<file path="config.mk">
export PLATFORM = sky130hd
export DESIGN_NAME = ffs_fault_flags
export DESIGN_NICKNAME = d
export VERILOG_FILES = /design/src/include/ffs_pkg.sv /design/src/hw/ffs_fault_flags.sv
export SDC_FILE = /design/constraint.sdc
export NUM_CORES = 1
export LEC_CHECK = 0
export BUFFER_PORTS_ARGS = -buffer_cell sky130_fd_sc_hd__buf_2
export CAP_MARGIN = 20
export CORE_ASPECT_RATIO = 0.6
export CORE_MARGIN = 2
export CORE_UTILIZATION = 44
export DETAILED_ROUTE_END_ITERATION = 8
export PLACE_DENSITY = 0.71
export SLEW_MARGIN = 20
export SYNTH_ARGS = -nofsm -noshare
export SYNTH_HDL_FRONTEND = slang
export SYNTH_SLANG_ARGS = --single-unit
</file>
<file path="constraint.sdc">
create_clock -name clk -period 3.97 [get_ports clk]
set_input_delay 0.1985 -clock clk [delete_from_list [all_inputs] [get_ports clk]]
set_output_delay 0.1985 -clock clk [all_outputs]
set_load 0.01 [all_outputs]
</file>
<file path="src/include/ffs_pkg.sv">
// Package: register map, field positions and timing for the fault status flag bank
package ffs_pkg;

  // ****************************************
  // Register map
  // ****************************************
  localparam logic [7:0] ADDR_GEN_STATUS  = 8'h02;
  localparam logic [7:0] ADDR_FAULT_ONE   = 8'h05;
  localparam logic [7:0] ADDR_FAULT_TWO   = 8'h06;
  localparam logic [7:0] FAULT_ONE_RESET  = 8'h00;
  localparam logic [7:0] FAULT_TWO_RESET  = 8'h00;

  // ****************************************
  // Field positions
  // ****************************************
  localparam int unsigned BIT_ALERT_RELEASE  = 7;
  localparam int unsigned BIT_REG_OVERLOAD   = 4;
  localparam int unsigned BIT_THERMAL        = 3;
  localparam int unsigned BIT_SWITCH_OC      = 2;
  localparam int unsigned BIT_WATCHDOG       = 7;
  localparam int unsigned BIT_HICCUP         = 6;
  localparam int unsigned BIT_INPUT_UV       = 5;
  localparam int unsigned BIT_OUTPUT_OV      = 4;
  localparam int unsigned BIT_LIGHT_LOAD     = 3;
  localparam int unsigned BIT_INPUT_OV       = 2;
  localparam int unsigned BIT_BUS_ERROR      = 1;
  localparam int unsigned BIT_ALERT_LEVEL    = 6;

  // ****************************************
  // Timing
  // ****************************************
  localparam longint unsigned CLK_HZ             = 20_000_000;
  localparam longint unsigned REG_RESTART_MS     = 100;
  localparam longint unsigned REG_RESTART_CYCLES = (REG_RESTART_MS * CLK_HZ) / 1000;

  // Raw fault conditions from the analog and control side
  typedef struct packed {
    logic reg_overcurrent;
    logic reg_undervoltage;
    logic thermal;
    logic switch_oc;
    logic watchdog_expired;
    logic hiccup;
    logic input_uv;
    logic output_ov;
    logic light_load_off;
    logic input_ov;
    logic bus_error;
  } ffs_cond_t;

  typedef struct packed {
    logic [7:0] fault_one;
    logic [7:0] fault_two;
    logic       alert_active;
    logic [7:0] rdata;
    logic       rvalid;
    logic [31:0] restart_cnt;
    logic       alert_drive;
    ffs_cond_t  cond_meta;
    ffs_cond_t  cond_sync;
    ffs_cond_t  cond_prev;
    logic       pin_meta;
    logic       pin_sync;
  } ffs_state_t;

endpackage : ffs_pkg

</file>
<file path="src/hw/ffs_fault_flags.sv">
// Fault status flag bank with open-drain alert output
//
// Contract
// - Writing one to bit 7 of fault_flags_one releases alert; bit self-clears.
// - Alert may stay asserted after release while a fault is still present.
// - General status 0x02 bit 6 shows the live alert pin level.
// - Bit 4 of fault_flags_one latches regulator overload; host read clears it.
// - Regulator overload bit sets regardless of the regulator fault mask.
// - After regulator overcurrent, read cannot clear until 100 ms restart delay passes.
// - Thermal bit 3 and switch overcurrent bit 2 latch; read clears only once fault gone.
// - Bit 7 of fault_flags_two latches on watchdog expiry while enabled.
// - Reading fault_flags_two never clears the watchdog flag.
// - Watchdog timer clears by service access or disabling; host services before expiry.
// - Bit 6 of fault_flags_two latches on entry to output hiccup.
// - Hiccup flag stays set during hiccup; read clears only after hiccup left.
// - Bit 5 of fault_flags_two latches when input falls below configured threshold.
// - Read clears input undervoltage flag only while input is above threshold.
// - Bit 4 latches on output overvoltage; read clears only once below threshold.
// - Bit 3 latches on light-load-off entry; read clears only after state left.
// - Bit 2 latches on input overvoltage while powered; read clears once below.
// - Bit 1 sets when a bus command fails or bus data has errors.
// - Reserved bits of both fault registers read as zero; host leaves them alone.
// - Alert output is open-drain: only pulled low or released.
module ffs_fault_flags (
  // Clock and reset
  input  wire logic             clk,
  input  wire logic             rst_n,
  // Register access from the serial bus engine
  input  wire logic [7:0]       reg_addr,
  input  wire logic             reg_wr,
  input  wire logic [7:0]       reg_wdata,
  input  wire logic             reg_rd,
  output logic      [7:0]       reg_rdata,
  output logic                  reg_rvalid,
  // Fault conditions from analog and control logic
  input  wire ffs_pkg::ffs_cond_t fault_cond,
  // Open-drain alert pin
  input  wire logic             alert_pin_n_in,
  output logic                  alert_pin_n_out,
  output logic                  alert_pin_n_oe
);

  ffs_pkg::ffs_state_t s_q;
  ffs_pkg::ffs_state_t s_d;

  // ****************************************
  // Next-state logic
  // ****************************************
  always_comb begin
    logic               rd_one;
    logic               rd_two;
    logic               wr_release;
    logic               restart_idle;
    logic               any_new;
    logic               any_present;
    logic [7:0]         set_one;
    logic [7:0]         set_two;
    logic [7:0]         clr_one;
    logic [7:0]         clr_two;
    logic [7:0]         new_one;
    logic [7:0]         new_two;
    logic [7:0]         word_one;
    logic [7:0]         word_two;
    logic [7:0]         word_status;
    ffs_pkg::ffs_cond_t c;
    ffs_pkg::ffs_cond_t rise;
    s_d          = s_q;
    c            = s_q.cond_sync;
    rise         = s_q.cond_sync & ~s_q.cond_prev;
    rd_one       = 1'b0;
    rd_two       = 1'b0;
    wr_release   = 1'b0;
    restart_idle = 1'b0;
    any_new      = 1'b0;
    any_present  = 1'b0;
    set_one      = 8'h00;
    set_two      = 8'h00;
    clr_one      = 8'h00;
    clr_two      = 8'h00;
    new_one      = 8'h00;
    new_two      = 8'h00;
    word_one     = 8'h00;
    word_two     = 8'h00;
    word_status  = 8'h00;

    // ****************************************
    // Register access decode
    // ****************************************
    // Reads of either fault register double as the clear-on-read event
    rd_one     = reg_rd && (reg_addr == ffs_pkg::ADDR_FAULT_ONE);
    rd_two     = reg_rd && (reg_addr == ffs_pkg::ADDR_FAULT_TWO);
    // Only the release bit has a write effect, and it is never stored
    wr_release = reg_wr && (reg_addr == ffs_pkg::ADDR_FAULT_ONE) && reg_wdata[ffs_pkg::BIT_ALERT_RELEASE];

    // ****************************************
    // Input synchronisers
    // ****************************************
    // Fault levels and the sensed line come from other domains: two stages before use
    s_d.cond_meta = fault_cond;
    s_d.cond_sync = s_q.cond_meta;
    // Third stage only serves edge detection of the pulse-type faults
    s_d.cond_prev = s_q.cond_sync;
    s_d.pin_meta  = alert_pin_n_in;
    s_d.pin_sync  = s_q.pin_meta;

    // ****************************************
    // Regulator restart delay
    // ****************************************
    // Held at full count while the overcurrent persists, then runs down to zero
    if (c.reg_overcurrent) begin
      s_d.restart_cnt = 32'(ffs_pkg::REG_RESTART_CYCLES);
    end else if (s_q.restart_cnt != 32'h0000_0000) begin
      s_d.restart_cnt = s_q.restart_cnt - 32'h0000_0001;
    end
    restart_idle = (s_q.restart_cnt == 32'h0000_0000);

    // ****************************************
    // First fault register
    // ****************************************
    // Set wins over clear: a read while a level fault persists leaves the flag set

    // Regulator overload: either regulator event sets it; no mask reaches this block
    set_one[ffs_pkg::BIT_REG_OVERLOAD] = c.reg_overcurrent | c.reg_undervoltage;
    if (rd_one && restart_idle) begin
      clr_one[ffs_pkg::BIT_REG_OVERLOAD] = 1'b1;
    end

    // Thermal trip
    set_one[ffs_pkg::BIT_THERMAL] = c.thermal;
    if (rd_one) begin
      clr_one[ffs_pkg::BIT_THERMAL] = 1'b1;
    end

    // Switch overcurrent
    set_one[ffs_pkg::BIT_SWITCH_OC] = c.switch_oc;
    if (rd_one) begin
      clr_one[ffs_pkg::BIT_SWITCH_OC] = 1'b1;
    end

    // Reserved bits and the release bit are never stored
    s_d.fault_one = ((s_q.fault_one & ~clr_one) | set_one) & 8'h1c;

    // ****************************************
    // Second fault register
    // ****************************************
    // Watchdog expiry is taken on its rising edge; no read clears it, only reset
    set_two[ffs_pkg::BIT_WATCHDOG] = rise.watchdog_expired;
    clr_two[ffs_pkg::BIT_WATCHDOG] = 1'b0;

    // Output hiccup: held for the whole restart interval
    set_two[ffs_pkg::BIT_HICCUP] = c.hiccup;
    if (rd_two) begin
      clr_two[ffs_pkg::BIT_HICCUP] = 1'b1;
    end

    // Input undervoltage; the threshold compare happens outside this block
    set_two[ffs_pkg::BIT_INPUT_UV] = c.input_uv;
    if (rd_two) begin
      clr_two[ffs_pkg::BIT_INPUT_UV] = 1'b1;
    end

    // Output overvoltage, from either feedback source
    set_two[ffs_pkg::BIT_OUTPUT_OV] = c.output_ov;
    if (rd_two) begin
      clr_two[ffs_pkg::BIT_OUTPUT_OV] = 1'b1;
    end

    // Light-load shutdown state
    set_two[ffs_pkg::BIT_LIGHT_LOAD] = c.light_load_off;
    if (rd_two) begin
      clr_two[ffs_pkg::BIT_LIGHT_LOAD] = 1'b1;
    end

    // Input overvoltage; the detector only reports it while powered on
    set_two[ffs_pkg::BIT_INPUT_OV] = c.input_ov;
    if (rd_two) begin
      clr_two[ffs_pkg::BIT_INPUT_OV] = 1'b1;
    end

    // Bus error is a pulse from the serial engine, so any later read clears it
    set_two[ffs_pkg::BIT_BUS_ERROR] = rise.bus_error;
    if (rd_two) begin
      clr_two[ffs_pkg::BIT_BUS_ERROR] = 1'b1;
    end

    // Reserved bit is never stored
    s_d.fault_two = ((s_q.fault_two & ~clr_two) | set_two) & 8'hfe;

    // ****************************************
    // Alert
    // ****************************************
    new_one     = s_d.fault_one & ~s_q.fault_one;
    new_two     = s_d.fault_two & ~s_q.fault_two;
    any_new     = (new_one != 8'h00) || (new_two != 8'h00);
    any_present = ((set_one | set_two) != 8'h00);
    // Release drops the alert unless a flag rises in the same cycle
    if (wr_release) begin
      s_d.alert_active = 1'b0;
    end
    if (any_new) begin
      s_d.alert_active = 1'b1;
    end
    // A fault still present re-asserts the alert, so a release cannot hide it
    if (any_present) begin
      s_d.alert_active = 1'b1;
    end
    // Only ever pulled low; the board pull-up gives the high level
    s_d.alert_drive = s_d.alert_active;

    // ****************************************
    // Read data
    // ****************************************
    // Words are built field by field so unused positions read zero
    word_one[ffs_pkg::BIT_REG_OVERLOAD] = s_q.fault_one[ffs_pkg::BIT_REG_OVERLOAD];
    word_one[ffs_pkg::BIT_THERMAL]      = s_q.fault_one[ffs_pkg::BIT_THERMAL];
    word_one[ffs_pkg::BIT_SWITCH_OC]    = s_q.fault_one[ffs_pkg::BIT_SWITCH_OC];
    word_two[ffs_pkg::BIT_WATCHDOG]     = s_q.fault_two[ffs_pkg::BIT_WATCHDOG];
    word_two[ffs_pkg::BIT_HICCUP]       = s_q.fault_two[ffs_pkg::BIT_HICCUP];
    word_two[ffs_pkg::BIT_INPUT_UV]     = s_q.fault_two[ffs_pkg::BIT_INPUT_UV];
    word_two[ffs_pkg::BIT_OUTPUT_OV]    = s_q.fault_two[ffs_pkg::BIT_OUTPUT_OV];
    word_two[ffs_pkg::BIT_LIGHT_LOAD]   = s_q.fault_two[ffs_pkg::BIT_LIGHT_LOAD];
    word_two[ffs_pkg::BIT_INPUT_OV]     = s_q.fault_two[ffs_pkg::BIT_INPUT_OV];
    word_two[ffs_pkg::BIT_BUS_ERROR]    = s_q.fault_two[ffs_pkg::BIT_BUS_ERROR];
    // Live line level as seen through the synchroniser
    word_status[ffs_pkg::BIT_ALERT_LEVEL] = s_q.pin_sync;
    // The release bit always reads zero since it is never stored
    s_d.rvalid = reg_rd;
    s_d.rdata  = 8'h00;
    if (reg_rd) begin
      unique case (reg_addr)
        ffs_pkg::ADDR_FAULT_ONE:  s_d.rdata = word_one;
        ffs_pkg::ADDR_FAULT_TWO:  s_d.rdata = word_two;
        ffs_pkg::ADDR_GEN_STATUS: s_d.rdata = word_status;
        default:                  s_d.rdata = 8'h00;
      endcase
    end
  end

  // ****************************************
  // State register
  // ****************************************
  // The sensed line starts high so no false low level follows reset
  always_ff @(posedge clk) begin
    if (!rst_n) begin
      s_q.fault_one    <= ffs_pkg::FAULT_ONE_RESET;
      s_q.fault_two    <= ffs_pkg::FAULT_TWO_RESET;
      s_q.alert_active <= 1'b0;
      s_q.rdata        <= 8'h00;
      s_q.rvalid       <= 1'b0;
      s_q.restart_cnt  <= 32'h0000_0000;
      s_q.alert_drive  <= 1'b0;
      s_q.cond_meta    <= '0;
      s_q.cond_sync    <= '0;
      s_q.cond_prev    <= '0;
      s_q.pin_meta     <= 1'b1;
      s_q.pin_sync     <= 1'b1;
    end else begin
      s_q <= s_d;
    end
  end

  // ****************************************
  // Outputs
  // ****************************************
  // Open-drain: output data is always low, the enable pulls the line
  assign alert_pin_n_out = 1'b0;
  assign alert_pin_n_oe  = s_q.alert_drive;
  assign reg_rdata       = s_q.rdata;
  assign reg_rvalid      = s_q.rvalid;

endmodule // ffs_fault_flags

</file>
## Yosys cells after proc, flatten, opt, wreduce, memory -nomap -nowiden

Index checks and enable logic that the tools add are counted.

| cells by class | value |
|---|---|
| bitwise logic cells | 15 |
| $add $sub $neg | 1 |
| eq/ne operators | 3 |
| multiplexer cells | 9 |
| reduce and logical (&&, ||, !) cells | 14 |

Operators by type and width:

| operator | number |
|---|---|
| 21-bit 2-to-1 mux | 2 |
| 32-bit logical NOT | 1 |
| 32-bit nonzero test | 1 |
| 32-bit by 1-bit subtractor with 32-bit output, second input constant | 1 |
| 8-bit case mux with 3 select lines | 1 |
| 8-bit nonzero test | 3 |
| 8-bit bitwise AND | 2 |
| 8-bit by 3-bit == test with 1-bit output, second input constant | 2 |
| 5-bit by 8-bit bitwise AND with 8-bit output | 1 |
| 8-bit by 2-bit == test with 1-bit output, second input constant | 1 |
| 5-bit inverter with 8-bit output | 1 |
| 7-bit inverter with 8-bit output | 1 |
| 8-bit inverter | 1 |
| 5-bit by 8-bit bitwise OR with 8-bit output | 1 |
| 8-bit bitwise OR | 1 |
| 7-bit bitwise AND | 1 |
| 7-bit inverter | 1 |
| 1-bit 2-to-1 mux | 6 |
| 5-bit bitwise AND | 1 |
| 1-bit logical AND | 5 |
| 5-bit inverter | 1 |
| 5-bit bitwise OR | 1 |
| 2-bit AND reduction | 1 |
| 2-bit nonzero test | 1 |
| 4 further kinds | 4 |

| word-level totals | value |
|---|---|
| output and inout port bits | 11 |
| flip-flop bits (word level) | 84 |
| word-level logic and storage cells | 81 |
| input port bits | 32 |

## Depth between registers and ports, before layout

| depth | value |
|---|---|
| word-level depth | 12 |
| mapped depth | 8 |
| mapped depth without buffers | 7 |

## Least setup slack after synthesis

No wires, ideal clock.

| timing | value |
|---|---|
| path type | register to register |
| start | reg s_q[51] (netlist bit) |
| end | reg s_q[66] (netlist bit) |
| clock period less this slack | 2342 ps |
| setup time | 71 ps |
| arrival | 2272 ps |
| path buffers | 1 |
| data required time | 3899 ps |
| stages on the path, launching flop included | 7 |
| setup slack | 1628 ps |
| cell sequence | dfxtp_1 or4_4 or3_1 clkbuf_2 or4_4 or3_1 a21oi_1 |

| on the way | value |
|---|---|
| word-level cells in the longest chain between the ends | 1 |
| elaborated cells on any way between the ends | 2 |
| those cells by class | add/sub: 1; reduce/logical: 1 |

RTL lines:

| element | RTL line | RTL |
|---|---|---|
| start: declaration | ffs_fault_flags.sv:43 | `ffs_pkg::ffs_state_t s_q;` |
| 32-bit by 1-bit subtractor with 32-bit output / 32-bit nonzero test (equally long branches) | ffs_fault_flags.sv:113, ffs_fault_flags.sv:112 |  |

Parallel ways exist; a longest one is shown, timed or not.
A chain may end at the register's enable or synchronous reset.

## Worst setup path in the final report

| timing | value |
|---|---|
| start | reg s_q[38] (netlist bit) |
| end | reg s_q[44] (netlist bit) |

Same word-level chain as after synthesis.

==> qor.txt <==
Initial DRC Count -> 194
CP Launch Type -> register
Synth cell types -> 48
clk sinks -> 77
FF-to-FF End -> s_q[44]$_SDFFE_PP0P_
vias per inst -> 5.34
wire length on met3 -> 431 um
Post-synth EDFFs -> 0
Die Y -> 69.3 um
Wirelength per Cell -> 14.4 um
Num CTS Buffers -> 9
Seq/Total Area, Yosys -> 49.3%
first-pass GRT wire length -> 10.9 mm
highest metal used -> met4
Post-Syn Area -> 3130 um2
Main synth FF type -> dfxtp_1
Yosys reg bits -> 77
DPL Wire Length -> 4.50 mm
synthesized netlist cell count -> 333
Max IR drop VDD -> 346 uV
worst slew pin tran -> 1070 ps
largest net degree at the start of global routing -> 48
critical path class -> reg2reg
Sw Ratio -> 40.1%
post-placement cell area -> 3310 um2
met2 wire len -> 2.53 mm
I/O Buffers -> 33
Req. time, crit path -> 4220 ps
Inserted Diodes -> 0
worst-path maximum fanout -> 8
Setup Buffers After CTS -> 0
Setup-failing EPs final -> 0
fin crit share -> 73.8%
Clock Path Buffers -> 2
vias in the first global route -> 2267
Antenna Nets Post-Route -> 0
area grow syn2layout -> 15.1%
drt first pass iters -> 4
Setup crit end kind -> register
clk_lat worst skew -> 340 ps
part of the power in the clock network -> 26.1%
f_max -> 0.341 GHz
CTS tree -> yes
Chip Width -> 113 um
DR vias -> 2412
setup TNS -> 0 ps
Ys Warns -> 0
P_int -> 1.80 mW
outcome -> finished, final reports clean
r2r setup slk -> 1040 ps
Reg2Reg Depth -> 5
Initial Util -> 46.2%
WP data arrival -> 3180 ps
fraction of layout cells with a size suffix above 1 -> 16.2%
Reg power frac -> 35.3%
final std cell area, no fill -> 3600 um2
asr flop ratio synth -> 0%
Worst slew margin -> 27.8%
PwrDens -> 835 nW/um2
WHS Endpoint -> s_d[0]$_SDFF_PN1_
combinational cell fraction of total power -> 38.5%
hold path startpoint -> alert_pin_n_in
unrepaired setup endpoints after global routing -> false
Lkg Pwr -> 1.45 nW
Worst Hold Class -> in2reg
RR Startpoint -> s_q[38]$_SDFFE_PP0P_
metal1 wirelength -> 3.44 mm
Die Area -> 7820 um2
Syn Area/Cell -> 9.39 um2
max-slew violations -> 0
Hold Path Cell Cnt -> 2
core area -> 6760 um2
gpl congestion -> 0.815
IO Pins -> 43
GR Overflow Total -> 0
sw power -> 1.20 mW
MaxCap Viol Count -> 0
Post-CTS Hold Fix Bufs -> 0
clk root buf -> clkbuf_16
Routed WL -> 6.50 mm
Resize count post-CTS -> 0
crit path time final -> 2930 ps
initial antenna violation count -> 0
Hold Vio Cnt, Final -> 0
drt drc -> 0
row cnt -> 23
H-tree depth -> 3
GRT Overall Usage -> 17.7%
final net count -> 394
Clock Pin Slew Worst Setup and Hold Paths -> 60 ps
clock skew -> 5.76 ps
==> worst max-delay path by stage <==
stage	start	endpoint	slack, ps	depth (start not counted)
finish	s_q[38]$_SDFFE_PP0P_	s_q[44]$_SDFFE_PP0P_	1040	5
global route	s_q[38]$_SDFFE_PP0P_	s_q[44]$_SDFFE_PP0P_	780	5
CTS	s_q[38]$_SDFFE_PP0P_	s_q[44]$_SDFFE_PP0P_	1100	5
detailed placement	s_q[38]$_SDFFE_PP0P_	s_q[44]$_SDFFE_PP0P_	1140	5
global placement	s_q[38]$_SDFFE_PP0P_	s_q[44]$_SDFFE_PP0P_	1270	5
floorplan	s_q[51]$_SDFFE_PN0P_	s_q[66]$_SDFFE_PP0P_	1630	6
==> cell usage after synthesis (2+ instances only) <==
master | number | area, um2
a211oi_1 | 4 | 30.0
a21boi_0 | 2 | 15.0
a21oi_1 | 19 | 95.1
a22oi_1 | 3 | 22.5
a31o_2 | 2 | 17.5
a31oi_1 | 2 | 12.5
and2_1 | 24 | 150
and3_1 | 4 | 25.0
buf_4 | 9 | 67.6
clkbuf_1 | 10 | 37.5
dfxtp_1 | 77 | 1540
ha_1 | 2 | 25.0
inv_1 | 7 | 26.3
mux2i_1 | 3 | 30.0
nand2_1 | 15 | 56.3
nand2b_1 | 9 | 56.3
nand3_1 | 4 | 20.0
nand3b_1 | 3 | 22.5
nand4_1 | 4 | 25.0
nand4b_1 | 5 | 43.8
nor2_1 | 27 | 101
nor2b_1 | 12 | 75.1
nor3_1 | 6 | 30.0
nor4_1 | 15 | 93.8
o21a_1 | 5 | 37.5
o21ai_0 | 5 | 25.0
o311ai_0 | 4 | 35.0
o31a_1 | 6 | 52.6
o31ai_1 | 2 | 15.0
o41ai_1 | 4 | 35.0
or2_2 | 3 | 18.8
or3_1 | 6 | 37.5
or4_1 | 6 | 45.0
or4_4 | 2 | 22.5
xnor2_1 | 7 | 61.3
xor2_1 | 3 | 26.3
==> layout make-up <==
type	instances	area, um2
multi-input cells	230	1450
clock buffers	9	225
inverters	7	26.3
repair buffers	35	180
clock inverters	7	63.8
well taps	87	109
fillers	633	3160
flip-flops and latches	77	1540
==> through the flow <==
| stage | power, mW | hold slack [ps] | util, % | cells | setup slack (ps) |
|---|---|---|---|---|---|
| CTS | 3.00 | 55.3 | 53.2 | 452 | 1100 |
| global route | 3.20 | 54.4 | 53.2 | 452 | 784 |
| finish | 3.00 | 56.6 | 53.2 | 452 | 1040 |
| global placement | 2.16 | 398 | 48.9 | 436 | 1270 |
| floorplan | 1.94 | 276 | - | 334 | 1630 |
| detailed placement | 2.20 | 392 | 48.9 | 436 | 1140 |
==> worst max-delay path, stage by stage (launching register included) <==
cell and delay [ps]:
dfxtp_1 360, nor4_1 730, nand3_1 390, o31ai_1 980
o21ai_0 210, a21oi_1 170
==> per-layer routing <==
metal	global-route usage (%)	vias up
met5	0	-
met4	7.99	0
met3	4.63	11
met2	23.7	63
met1	26.2	1091
li1	-	1247
==> placed cells by master (no fill, tap or decap), types with 5 or more instances in the layout <==
cell type	synthesis	final
inv_1	7	7
nand2b_1	9	9
nor3_1	6	6
nand2_1	15	15
dfxtp_1	77	77
o31a_1	6	6
xnor2_1	7	7
a21oi_1	19	19
nor2_1	27	27
o21a_1	5	5
clkbuf_16	0	9
and2_1	24	24
nand4b_1	5	5
or3_1	6	6
o21ai_0	5	5
buf_2	0	33
nor4_1	15	15
nor2b_1	12	12
or4_1	6	6
==> power groups by stage <==
stage	logic [mW]	clock network [mW]	registers, mW
final	1.16	0.785	1.06
after global routing	1.28	0.836	1.08
after CTS	1.14	0.800	1.06
after detailed placement	1.13	0	1.07
after global placement	1.09	0	1.06
after floorplan	0.910	0	1.03
==> registers in the layout, summed over array words and instances, names as in the netlist <==
| register | flops |
|---|---|
| s_q | 45 |
| s_d | 23 |
| reg_rdata | 7 |
| alert_pin_n_oe | 1 |
| reg_rvalid | 1 |
==> kinds of logic after synthesis <==
kind of cell | after synthesis | synth area share (%)
AND/OR/NAND/NOR | 149 | 27.4
flip-flops | 77 | 49.3
AO/OA/AOI/OAI | 64 | 14.2
buffers and inverters | 27 | 4.36
XOR/XNOR | 10 | 2.80
multiplexers | 3 | 0.960
adder cells (fa/ha/maj) | 2 | 0.800
other | 1 | 0.120
(Power assumes the default switching activity.)
